File: src/inc/hsl_pkg.sv
package hsl_pkg;

   localparam int HSL_NPORT = 7;
   localparam int HSL_ADDR_W = 4;
   localparam int HSL_DATA_W = 32;

   localparam logic [HSL_ADDR_W-1:0] HSL_ADDR_CTRL = 4'h0;
   localparam logic [HSL_ADDR_W-1:0] HSL_ADDR_STATUS = 4'h4;

   localparam int HSL_CTRL_EXT_CFG = 0;
   localparam int HSL_CTRL_EXT_LED = 1;
   localparam logic HSL_CTRL_EXT_CFG_RST = 1'h0;
   localparam logic HSL_CTRL_EXT_LED_RST = 1'h0;

   localparam int HSL_ST_POL = 0;
   localparam int HSL_ST_PD_LO = 1;
   localparam int HSL_ST_PD_HI = 2;
   localparam int HSL_ST_NR_LO = 3;
   localparam int HSL_ST_NR_HI = 4;
   localparam int HSL_ST_INDICATOR_ENABLE_STRAP = 5;
   localparam int HSL_ST_MTT = 6;
   localparam int HSL_ST_GANG = 7;
   localparam int HSL_ST_VBUS = 8;
   localparam int HSL_ST_RUN = 9;

   localparam int HSL_P_GR_LOW_HI = 4;
   localparam int HSL_P_GR_LOW_LO = 3;
   localparam int HSL_P_NR_HI = 2;
   localparam int HSL_P_NR_LO = 1;
   localparam int HSL_P_AM_INDICATOR_ENABLE_STRAP = 4;
   localparam int HSL_P_AM_FIXED = 3;
   localparam int HSL_P_AM_MTT = 2;
   localparam int HSL_P_AM_GANG = 1;

   localparam logic [1:0] HSL_CODE_NONE = 2'h0;
   localparam logic [1:0] HSL_CODE_ONE = 2'h1;
   localparam logic [1:0] HSL_CODE_TWO = 2'h2;
   localparam logic [1:0] HSL_CODE_THREE = 2'h3;

   localparam logic [7:1] HSL_MASK_NONE = 7'h00;
   localparam logic [7:1] HSL_DIS_ONE = 7'h40;
   localparam logic [7:1] HSL_DIS_TWO = 7'h60;
   localparam logic [7:1] HSL_DIS_THREE = 7'h70;
   localparam logic [7:1] HSL_FIX_ONE = 7'h01;
   localparam logic [7:1] HSL_FIX_TWO = 7'h03;
   localparam logic [7:1] HSL_FIX_THREE = 7'h07;
   localparam logic [7:1] HSL_ALL_LOW = 7'h7F;

   typedef enum logic [1:0] {
      HSL_HOLD = 2'h1,
      HSL_RUN = 2'h2
   } hsl_state_t;

endpackage : hsl_pkg

File: src/rtl/hsl_strap_led.sv
// Summary of operation
// RULE_01 - Connect pull-up follows detected upstream power.
// RULE_02 - One power enable output per port 1-7.
// RULE_03 - Power enable level follows polarity strap.
// RULE_04 - Green LEDs 7-5 always active low.
// RULE_05 - External config: green 4,3 active low.
// RULE_06 - Internal config: sample port-disable strap at release.
// RULE_07 - Disable code drops ports 7, 6, 5.
// RULE_08 - Disable bits set green 4,3 polarity.
// RULE_09 - Internal config: sample fixed-device strap at release.
// RULE_10 - Fixed code marks ports 1, 2, 3.
// RULE_11 - Fixed bits set green 2,1 polarity.
// RULE_12 - External config: green 2,1 active low.
// RULE_13 - Amber LEDs 7-5 always active low.
// RULE_14 - Polarity strap live in reset, latched after.
// RULE_15 - Amber 4 strap enables LED support.
// RULE_16 - Amber 2 strap selects multi translator.
// RULE_17 - Amber 1 strap selects ganged power.
// RULE_18 - Sampled straps held until next reset.
//
// Decided for this implementation: the address-and-strobe port and the address map.
module hsl_strap_led
   import hsl_pkg::*;
#(
   parameter int NPORT = HSL_NPORT,
   parameter int ADDR_W = HSL_ADDR_W,
   parameter int DATA_W = HSL_DATA_W
) (
   input wire logic clk,
   input wire logic sys_rst,
   input wire logic [ADDR_W-1:0] reg_addr,
   input wire logic [DATA_W-1:0] reg_wdata,
   input wire logic reg_wr,
   input wire logic reg_rd,
   output logic [DATA_W-1:0] reg_rdata,
   input wire logic upstream_power_detect,
   output logic pullup_enable,
   input wire logic power_polarity_strap,
   input wire logic [NPORT:1] port_power_req,
   output logic [NPORT:1] port_power_enable_out,
   input wire logic [NPORT:1] green_req,
   input wire logic [NPORT:1] amber_req,
   input wire logic [NPORT:1] first_colour_led_in,
   output logic [NPORT:1] first_colour_led_out,
   output logic [NPORT:1] first_colour_led_oe_n,
   input wire logic [NPORT:1] second_colour_led_in,
   output logic [NPORT:1] second_colour_led_out,
   output logic [NPORT:1] second_colour_led_oe_n,
   output logic [NPORT:1] port_disabled,
   output logic [NPORT:1] port_fixed,
   output logic gang_mode,
   output logic multi_translator_en,
   output logic led_support
);

   // Pin synchronisers; the first stage feeds only the second.
   logic [NPORT:1] gr_meta;
   logic [NPORT:1] gr_sync;
   logic [NPORT:1] am_meta;
   logic [NPORT:1] am_sync;
   logic pol_meta;
   logic pol_sync;
   logic vbus_meta;
   logic vbus_sync;

   always_ff @(posedge clk) begin
      gr_meta <= first_colour_led_in;
      gr_sync <= gr_meta;
      am_meta <= second_colour_led_in;
      am_sync <= am_meta;
      pol_meta <= power_polarity_strap;
      pol_sync <= pol_meta;
      vbus_meta <= upstream_power_detect;
      vbus_sync <= vbus_meta;
   end

   // Strap capture happens once, in the first cycle after reset release.
   // The LED pins stay released through reset so the straps settle.
   hsl_state_t state;
   hsl_state_t next_state;
   logic pol;
   logic next_pol;
   logic [1:0] port_disable_strap;
   logic [1:0] next_port_disable_strap;
   logic [1:0] fixed_device_strap;
   logic [1:0] next_fixed_device_strap;
   logic indicator_enable_strap;
   logic next_indicator_enable_strap;
   logic multi_translator_strap;
   logic next_multi_translator_strap;
   logic gang_strap;
   logic next_gang_strap;

   always_comb begin
      next_state = state;
      next_pol = pol;
      next_port_disable_strap = port_disable_strap;
      next_fixed_device_strap = fixed_device_strap;
      next_indicator_enable_strap = indicator_enable_strap;
      next_multi_translator_strap = multi_translator_strap;
      next_gang_strap = gang_strap;
      unique case (state)
         HSL_HOLD: begin
            next_state = HSL_RUN;
            next_pol = pol_sync; // RULE_14
            next_port_disable_strap = {gr_sync[HSL_P_GR_LOW_HI],
                                       gr_sync[HSL_P_GR_LOW_LO]}; // RULE_06
            next_fixed_device_strap = {gr_sync[HSL_P_NR_HI], gr_sync[HSL_P_NR_LO]}; // RULE_09
            next_indicator_enable_strap = am_sync[HSL_P_AM_INDICATOR_ENABLE_STRAP]; // RULE_15
            next_multi_translator_strap = am_sync[HSL_P_AM_MTT]; // RULE_16
            next_gang_strap = am_sync[HSL_P_AM_GANG]; // RULE_17
         end
         HSL_RUN: begin
            next_state = HSL_RUN; // RULE_18
         end
      endcase
   end

   always_ff @(posedge clk) begin
      if (sys_rst) begin
         state <= HSL_HOLD;
         pol <= 1'h0;
         port_disable_strap <= HSL_CODE_NONE;
         fixed_device_strap <= HSL_CODE_NONE;
         indicator_enable_strap <= 1'h0;
         multi_translator_strap <= 1'h0;
         gang_strap <= 1'h0;
      end else begin
         state <= next_state;
         pol <= next_pol;
         port_disable_strap <= next_port_disable_strap;
         fixed_device_strap <= next_fixed_device_strap;
         indicator_enable_strap <= next_indicator_enable_strap;
         multi_translator_strap <= next_multi_translator_strap;
         gang_strap <= next_gang_strap;
      end
   end

   // Control register: configuration source and externally set LED support.
   logic ext_cfg;
   logic next_ext_cfg;
   logic ext_led;
   logic next_ext_led;
   logic [DATA_W-1:0] next_reg_rdata;
   logic [DATA_W-1:0] status_word;

   always_comb begin
      status_word = '0;
      status_word[HSL_ST_POL] = pol;
      status_word[HSL_ST_PD_LO] = port_disable_strap[0];
      status_word[HSL_ST_PD_HI] = port_disable_strap[1];
      status_word[HSL_ST_NR_LO] = fixed_device_strap[0];
      status_word[HSL_ST_NR_HI] = fixed_device_strap[1];
      status_word[HSL_ST_INDICATOR_ENABLE_STRAP] = indicator_enable_strap;
      status_word[HSL_ST_MTT] = multi_translator_strap;
      status_word[HSL_ST_GANG] = gang_strap;
      status_word[HSL_ST_VBUS] = vbus_sync;
      status_word[HSL_ST_RUN] = (state == HSL_RUN);
      next_ext_cfg = ext_cfg;
      next_ext_led = ext_led;
      if (reg_wr && reg_addr == HSL_ADDR_CTRL) begin
         next_ext_cfg = reg_wdata[HSL_CTRL_EXT_CFG];
         next_ext_led = reg_wdata[HSL_CTRL_EXT_LED];
      end
      next_reg_rdata = '0;
      if (reg_rd) begin
         if (reg_addr == HSL_ADDR_CTRL) begin
            next_reg_rdata[HSL_CTRL_EXT_CFG] = ext_cfg;
            next_reg_rdata[HSL_CTRL_EXT_LED] = ext_led;
         end else if (reg_addr == HSL_ADDR_STATUS) begin
            next_reg_rdata = status_word;
         end
      end
   end

   always_ff @(posedge clk) begin
      if (sys_rst) begin
         ext_cfg <= HSL_CTRL_EXT_CFG_RST;
         ext_led <= HSL_CTRL_EXT_LED_RST;
         reg_rdata <= '0;
      end else begin
         ext_cfg <= next_ext_cfg;
         ext_led <= next_ext_led;
         reg_rdata <= next_reg_rdata;
      end
   end

   // Strap decode. In external configuration the LED pin straps no longer matter.
   logic [NPORT:1] dis_mask;
   logic [NPORT:1] fix_mask;
   logic [NPORT:1] gr_low;
   logic [NPORT:1] am_low;
   logic [NPORT:1] am_dark;
   logic support;

   always_comb begin
      unique case (port_disable_strap) // RULE_07
         HSL_CODE_NONE: dis_mask = HSL_MASK_NONE;
         HSL_CODE_ONE: dis_mask = HSL_DIS_ONE;
         HSL_CODE_TWO: dis_mask = HSL_DIS_TWO;
         HSL_CODE_THREE: dis_mask = HSL_DIS_THREE;
      endcase
      unique case (fixed_device_strap) // RULE_10
         HSL_CODE_NONE: fix_mask = HSL_MASK_NONE;
         HSL_CODE_ONE: fix_mask = HSL_FIX_ONE;
         HSL_CODE_TWO: fix_mask = HSL_FIX_TWO;
         HSL_CODE_THREE: fix_mask = HSL_FIX_THREE;
      endcase
      if (ext_cfg) begin
         dis_mask = HSL_MASK_NONE;
         fix_mask = HSL_MASK_NONE;
      end
      support = ext_cfg ? ext_led : indicator_enable_strap;
      gr_low = HSL_ALL_LOW; // RULE_04
      am_low = HSL_ALL_LOW; // RULE_13
      am_dark = HSL_MASK_NONE;
      if (ext_cfg) begin
         am_dark = support ? HSL_MASK_NONE : HSL_ALL_LOW; // RULE_05 RULE_12
      end else begin
         gr_low[HSL_P_GR_LOW_HI] = port_disable_strap[1]; // RULE_08
         gr_low[HSL_P_GR_LOW_LO] = port_disable_strap[0]; // RULE_08
         gr_low[HSL_P_NR_HI] = fixed_device_strap[1]; // RULE_11
         gr_low[HSL_P_NR_LO] = fixed_device_strap[0]; // RULE_11
         am_low[HSL_P_AM_MTT] = multi_translator_strap; // RULE_16
         am_low[HSL_P_AM_GANG] = gang_strap; // RULE_17
         am_dark[HSL_P_AM_INDICATOR_ENABLE_STRAP] = !indicator_enable_strap; // RULE_15
      end
   end

   // Output flops. In reset the power enables sit at the inactive level of the
   // live strap so no port is powered by accident while the core is held.
   logic [NPORT:1] next_pwr;
   logic [NPORT:1] next_gr;
   logic [NPORT:1] next_am;
   logic [NPORT:1] next_oe_n;
   logic next_pullup;
   logic [NPORT:1] pwr_on;
   logic [NPORT:1] gr_on;
   logic [NPORT:1] am_on;

   always_comb begin
      pwr_on = port_power_req & ~dis_mask; // RULE_02 RULE_07
      gr_on = green_req & ~dis_mask;
      am_on = amber_req & ~dis_mask & ~am_dark;
      if (!support) begin
         gr_on = HSL_MASK_NONE;
         am_on = HSL_MASK_NONE;
      end
      next_pwr = pol ? pwr_on : ~pwr_on; // RULE_03
      next_gr = gr_on ^ gr_low; // RULE_04 RULE_05 RULE_12
      next_am = am_on ^ am_low; // RULE_13
      next_oe_n = HSL_MASK_NONE;
      next_pullup = vbus_sync && (state == HSL_RUN); // RULE_01
      if (sys_rst) begin
         next_pwr = pol_sync ? HSL_MASK_NONE : HSL_ALL_LOW; // RULE_14
         next_oe_n = HSL_ALL_LOW;
         next_pullup = 1'h0;
      end else if (state == HSL_HOLD) begin
         next_pwr = pol_sync ? HSL_MASK_NONE : HSL_ALL_LOW; // RULE_14
         next_oe_n = HSL_ALL_LOW;
         next_pullup = 1'h0;
      end
   end

   always_ff @(posedge clk) begin
      port_power_enable_out <= next_pwr;
      first_colour_led_out <= next_gr;
      second_colour_led_out <= next_am;
      first_colour_led_oe_n <= next_oe_n;
      second_colour_led_oe_n <= next_oe_n;
      pullup_enable <= next_pullup;
   end

   assign port_disabled = dis_mask;
   assign port_fixed = fix_mask;
   assign gang_mode = gang_strap & ~ext_cfg;
   assign multi_translator_en = multi_translator_strap & ~ext_cfg;
   assign led_support = support;

endmodule : hsl_strap_led

File: config.mk
export PLATFORM = sky130hd
export DESIGN_NAME = hsl_strap_led
export DESIGN_NICKNAME = d
export VERILOG_FILES = /design/src/inc/hsl_pkg.sv /design/src/rtl/hsl_strap_led.sv
export SDC_FILE = /design/constraint.sdc
export NUM_CORES = 1
export LEC_CHECK = 0
export BUFFER_PORTS_ARGS = -buffer_cell sky130_fd_sc_hd__buf_2
export CORE_ASPECT_RATIO = 0.5
export CORE_MARGIN = 2
export CORE_UTILIZATION = 36
export DETAILED_ROUTE_END_ITERATION = 10
export PLACE_DENSITY = 0.75
export SLEW_MARGIN = 10
export SYNTH_ARGS = -nofsm -noshare
export SYNTH_HDL_FRONTEND = slang
export SYNTH_SLANG_ARGS = --single-unit
File: constraint.sdc
create_clock -name clk -period 1.2 [get_ports clk]
set_input_delay 0 -clock clk [delete_from_list [all_inputs] [get_ports clk]]
set_output_delay 0 -clock clk [all_outputs]
set_load 0.02 [all_outputs]
# After elaboration in Yosys (flattened, before gate mapping)
# Cells that the tools add are included.
# totals
ff_bits,93
inputBits,77
output_inout_bits,85
wordCells,80
# classes
eq_ne,9
mux,21
bitwise,14
reduce_logical,11
# op_table
operator,count
2-to-1 mux 7 bit,10
one-hot mux 7 bit (4 select lines),2
bitwise AND 7 bit,4
inverter 7 bit,3
XOR 7 bit,2
"== test 2 bit, second input constant",5
2-to-1 mux 2 bit,4
"== test 2 x 1 -> 1 bit, second input constant",3
2-to-1 mux 3 bit,2
OR reduction 2 bit,3
"== test 4 x 3 -> 1 bit, second input constant",1
logical NOT 2 bit,2
logical NOT 4 bit,1
2-to-1 mux 4 bit,1
OR reduction 4 bit,1
inverter 1 bit,3
OR reduction 3 bit,1
bitwise AND 1 bit,2
logical AND 1 bit,2
2-to-1 mux 1 bit,2
logical NOT 1 bit,1

# Logic depth before layout (Yosys ltp)
# depth
ltp_word,9
depth_mapped,5
depth_no_buf,4

# Worst setup path after synthesis
# OpenSTA, ideal clock, no wires.
# synth_timing
path_type,flip-flop to flip-flop
from,reg ext_cfg
to,reg first_colour_led_out[4] (netlist bit)
setup_time_ps,72
arrival_time_ps,1057
required_time_ps,1128
slack_ps,71
stages_incl_launch_ff,6
n_path_buf,2
period_less_slack_ps,1129
cell_sequence,dfxtp_1 buf_6 mux2_4 buf_6 nand2_2 xor2_1
# synth_between
elab_cells_between_ends,7
classes_between,4 x mux; 3 x bitwise
# synth_rtl
item,line,text
"start, declared",hsl_strap_led.sv:140,logic ext_cfg;
"start signal, assigned",hsl_strap_led.sv:182,ext_cfg <= next_ext_cfg;
2-to-1 mux 1 bit,hsl_strap_led.sv:213,support = ext_cfg ? ext_led : indicator_enable_strap;
named net led_support,hsl_strap_led.sv:53,output logic led_support
2-to-1 mux 7 bit,hsl_strap_led.sv:245,if (!support) begin
XOR 7 bit,hsl_strap_led.sv:250,next_gr = gr_on ^ gr_low;
"named net next_gr, one bit",hsl_strap_led.sv:233,logic [NPORT:1] next_gr;
"end signal, assigned",hsl_strap_led.sv:267,first_colour_led_out <= next_gr;
"end, declared",hsl_strap_led.sv:44,"output logic [NPORT:1] first_colour_led_out,"
# The timed path passes the listed nets, and every way through them passes these cells.
# A chain may end at the register's enable or synchronous reset.

# Final worst setup path
# layout_timing
from,reg ext_cfg
to,out led_support
# layout_between
elab_chain_len,1
# layout_rtl
item,line
2-to-1 mux 1 bit,hsl_strap_led.sv:213
"end, declared",hsl_strap_led.sv:53
# No other way between the ends.

==> flow_summary.ini <==
[run_status]
status = finished with violations
violations = hold timing

[timing]
maxSlewViolCount = 0
holdWs_ns = -0.0163
fin_tns_setup_ns = 0
fin_skew_ns = 0.00566
min_period_ns = 1.20
fmax_mhz = 835
setup_viol = 0
hold_violations = 2
setup_ws_ns = 0.00246
post-route-period-util_pct = 99.8
rsz0062_at_grt = yes

[critical_path]
worstSetupPathType = register to output port
crit_cells = 2
crit_chain = mux2_4 -> buf_6
crit_fanout = 7
arrival_ns = 1.20
slowest_delay_ns = 0.39
end_kind = output port
cp-endpoint = led_support
r2r-start = ext_cfg
reg2reg_setup_slack_ns = 0.01
crit_family = flip-flops
ff2ff_path_depth = 4
start_kind = register
critPathRequiredTime_ns = 1.20
cp_num_buf_inv = 1
cp_slowest_cell = dfxtp_4
r2r-end = second_colour_led_out[1]
startpoint = ext_cfg

[detailed_routing]
initialDrtViolationCount = 65
wl_mm = 5.65
first_pass_iters = 4
vias = 1901
postRouteAntennaNets = 0
via_per_inst = 4.25
wl_per_cell_um = 12.6
drc = 0

[global_routing]
grt_pass1_vias = 1779
grt_util_all_layers_pct = 16.2
grt_overflow = 0
antenna_found_initial = 0
grt_max_degree = 15
grt_first_pass_wirelength_mm = 8.34

[place]
dp.cells = 395
portBuffers = 94
gp_congestion = 0.784
post-place-ws_ns = 0.0261
hpwl_mm = 3.22

[yosys]
synth_seq_cells = 63
synth_ff_type = dfxtp_1
synth_edf_count = 0
synthesis.instances = 227
synth.top_cell.area_share_pct = 55.0
yosys_warnings = 0
ys_seq_area_share_pct = 55.0
syn_area_per_cell_um2 = 10.1
netlist_area_mm2 = 0.00229
yosys.area.top_type = dfxtp_1
yosysUniqueCellTypes = 34
async_flop_share_pct = 0
synthTopCellsByArea = dfxtp_1 55%, buf_4 14%, nand2_1 4.3%

[clocking]
htreeDepth = 3
cts.clk_slew.worst_paths_ns = 0.05
cts_made_buffers = 9
cts.root.buffer_cell = clkbuf_16
cts_buffer_depth = 2
cts_tree = yes
clock-sinks = 63
worstSkewPairLatency_ns = 0.33

[hold_path]
hold_class = input port to register

[floorplanning]
initial_core_util_pct = 37.6
fp.dieH_um = 60.5
coreArea_mm2 = 0.00611
rows = 20
io_pins = 162
die_area_mm2 = 0.00707
fp.dieW_um = 117

[pwr]
max-vdd-ir-drop_v = 0.000718
p_per_area_mw_per_mm2 = 1660
p_leak_nw = 1.64
finalPower_mw = 5.70

[cells_and_area]
fin_cells = 447
num-fill-cells = 479
nNetsFinal = 431
drive_gt1_share_pct = 38.4
area_growth_pct = 49.3
diodes = 0

[job]
drv_cap = 0
through the flow:
stage / cell area (um^2) / utilization [%]
2_1_floorplan: 2400 / -
3_3_place_gp: 2670 / 43.7
3_5_place_dp: 2670 / 43.7
4_1_cts: 3400 / 55.7
5_1_grt: 3430 / 56.1
6_report: 3430 / 56.1
how the worst min path moves through the flow:
stage	start	endpoint	slack [ns]	cells after the start
detailed placement	upstream_power_detect	vbus_meta	0.10	1
global route	reg_wr	ext_led	-0.002	3
finish	reg_wr	ext_cfg	-0.02	3
global placement	second_colour_led_in[1]	am_meta[1]	0.10	1
CTS	reg_addr[3]	reg_rdata[0]	0.006	4
floorplan	second_colour_led_in[1]	am_meta[1]	0.03	0
layer usage:
metal	up-vias	wire (um)	track usage, %
met1	863	2170	16.2
met4	0	266	9.58
met2	101	2810	27.9
li1	912	-	-
met5	-	0	0
met3	25	404	8.49
registers in the layout, summed over array words and instances, names as in the netlist, 2 cells and up:
name                   count
reg_rdata                 10
first_colour_led_out       7
port_power_enable_out      7
second_colour_led_out      7
gr_meta                    4
gr_sync                    4
am_meta                    3
am_sync                    3
fixed_device_strap         2
port_disable_strap         2
state                      2
timing repair:
action,in CTS,in global routing
pin swaps,0,2
setup endpoints to repair,10,16
buffers inserted,4,0
resized for setup,11,15
hold buffers,34,0
hold endpoints to repair,37,0
cells by family after synthesis:
family | after synthesis | share of synthesized area, %
and+or+nand+nor | 70 | 15.8
DFF | 63 | 55.0
buffers and inverters | 54 | 16.8
AOI/OAI and AO/OA | 26 | 6.92
xor gates and xnor gates | 10 | 3.82
muxes | 3 | 1.53
other | 1 | 0.163
power by group:
group          internal (mW)  switching, mW  total (mW)
Sequential              2.19         0.0424        2.24
Combinational          0.262          0.394       0.656
Clock                   1.88          0.923        2.80
cells in the mapped netlist (2+ instances only):
| library cell | number |
|---|---|
| dfxtp_1 | 63 |
| a21oi_1 | 10 |
| buf_4 | 44 |
| mux2i_1 | 2 |
| clkbuf_1 | 2 |
| nor3b_1 | 2 |
| nand4b_1 | 2 |
| buf_6 | 2 |
| inv_1 | 4 |
| xor2_1 | 10 |
| and2_1 | 9 |
| nor2_1 | 11 |
| nor2b_1 | 4 |
| o31ai_1 | 3 |
| nand3_1 | 2 |
| nand2_1 | 26 |
| o21ai_0 | 6 |
| o21a_1 | 2 |
| buf_2 | 2 |
| a21boi_0 | 2 |
| nand2b_1 | 3 |
| nand2_2 | 4 |
cells in the final DEF, fill, tap and decap left out, drive strengths merged, types with 2 or more instances in the layout:
cell type,instances
mux2i,2
inv,4
dlygate4sd3,32
a21boi,2
nor3,2
nand4b,2
o21a,2
nand2b,3
nand2,30
clkinv,3
o21ai,6
buf,105
bufinv,2
xor2,10
a21oi,10
conb,30
nor2b,4
clkbuf,10
nand3,2
nor2,11
o31ai,3
nor3b,2
dfxtp,63
and2,9
final cells by class:
| class | count | area [um^2] | area share, % |
|---|---|---|---|
| clock buffers | 10 | 239 | 6.97 |
| inverters | 4 | 15.0 | 0.438 |
| flip-flops and latches | 63 | 1270 | 36.9 |
| multi-input cells | 139 | 797 | 23.3 |
| clock inverters | 6 | 93.8 | 2.74 |
| repair buffers | 137 | 906 | 26.4 |
| well taps | 88 | 110 | 3.21 |
worst min-delay path, delay by kind of cell:
kind | cells | cell delay [ns]
buf+inv | 1 | 0.11
simple gates | 1 | 0.09
compound gates | 1 | 0.06
Note: power is estimated with default switching activity, not from simulation.
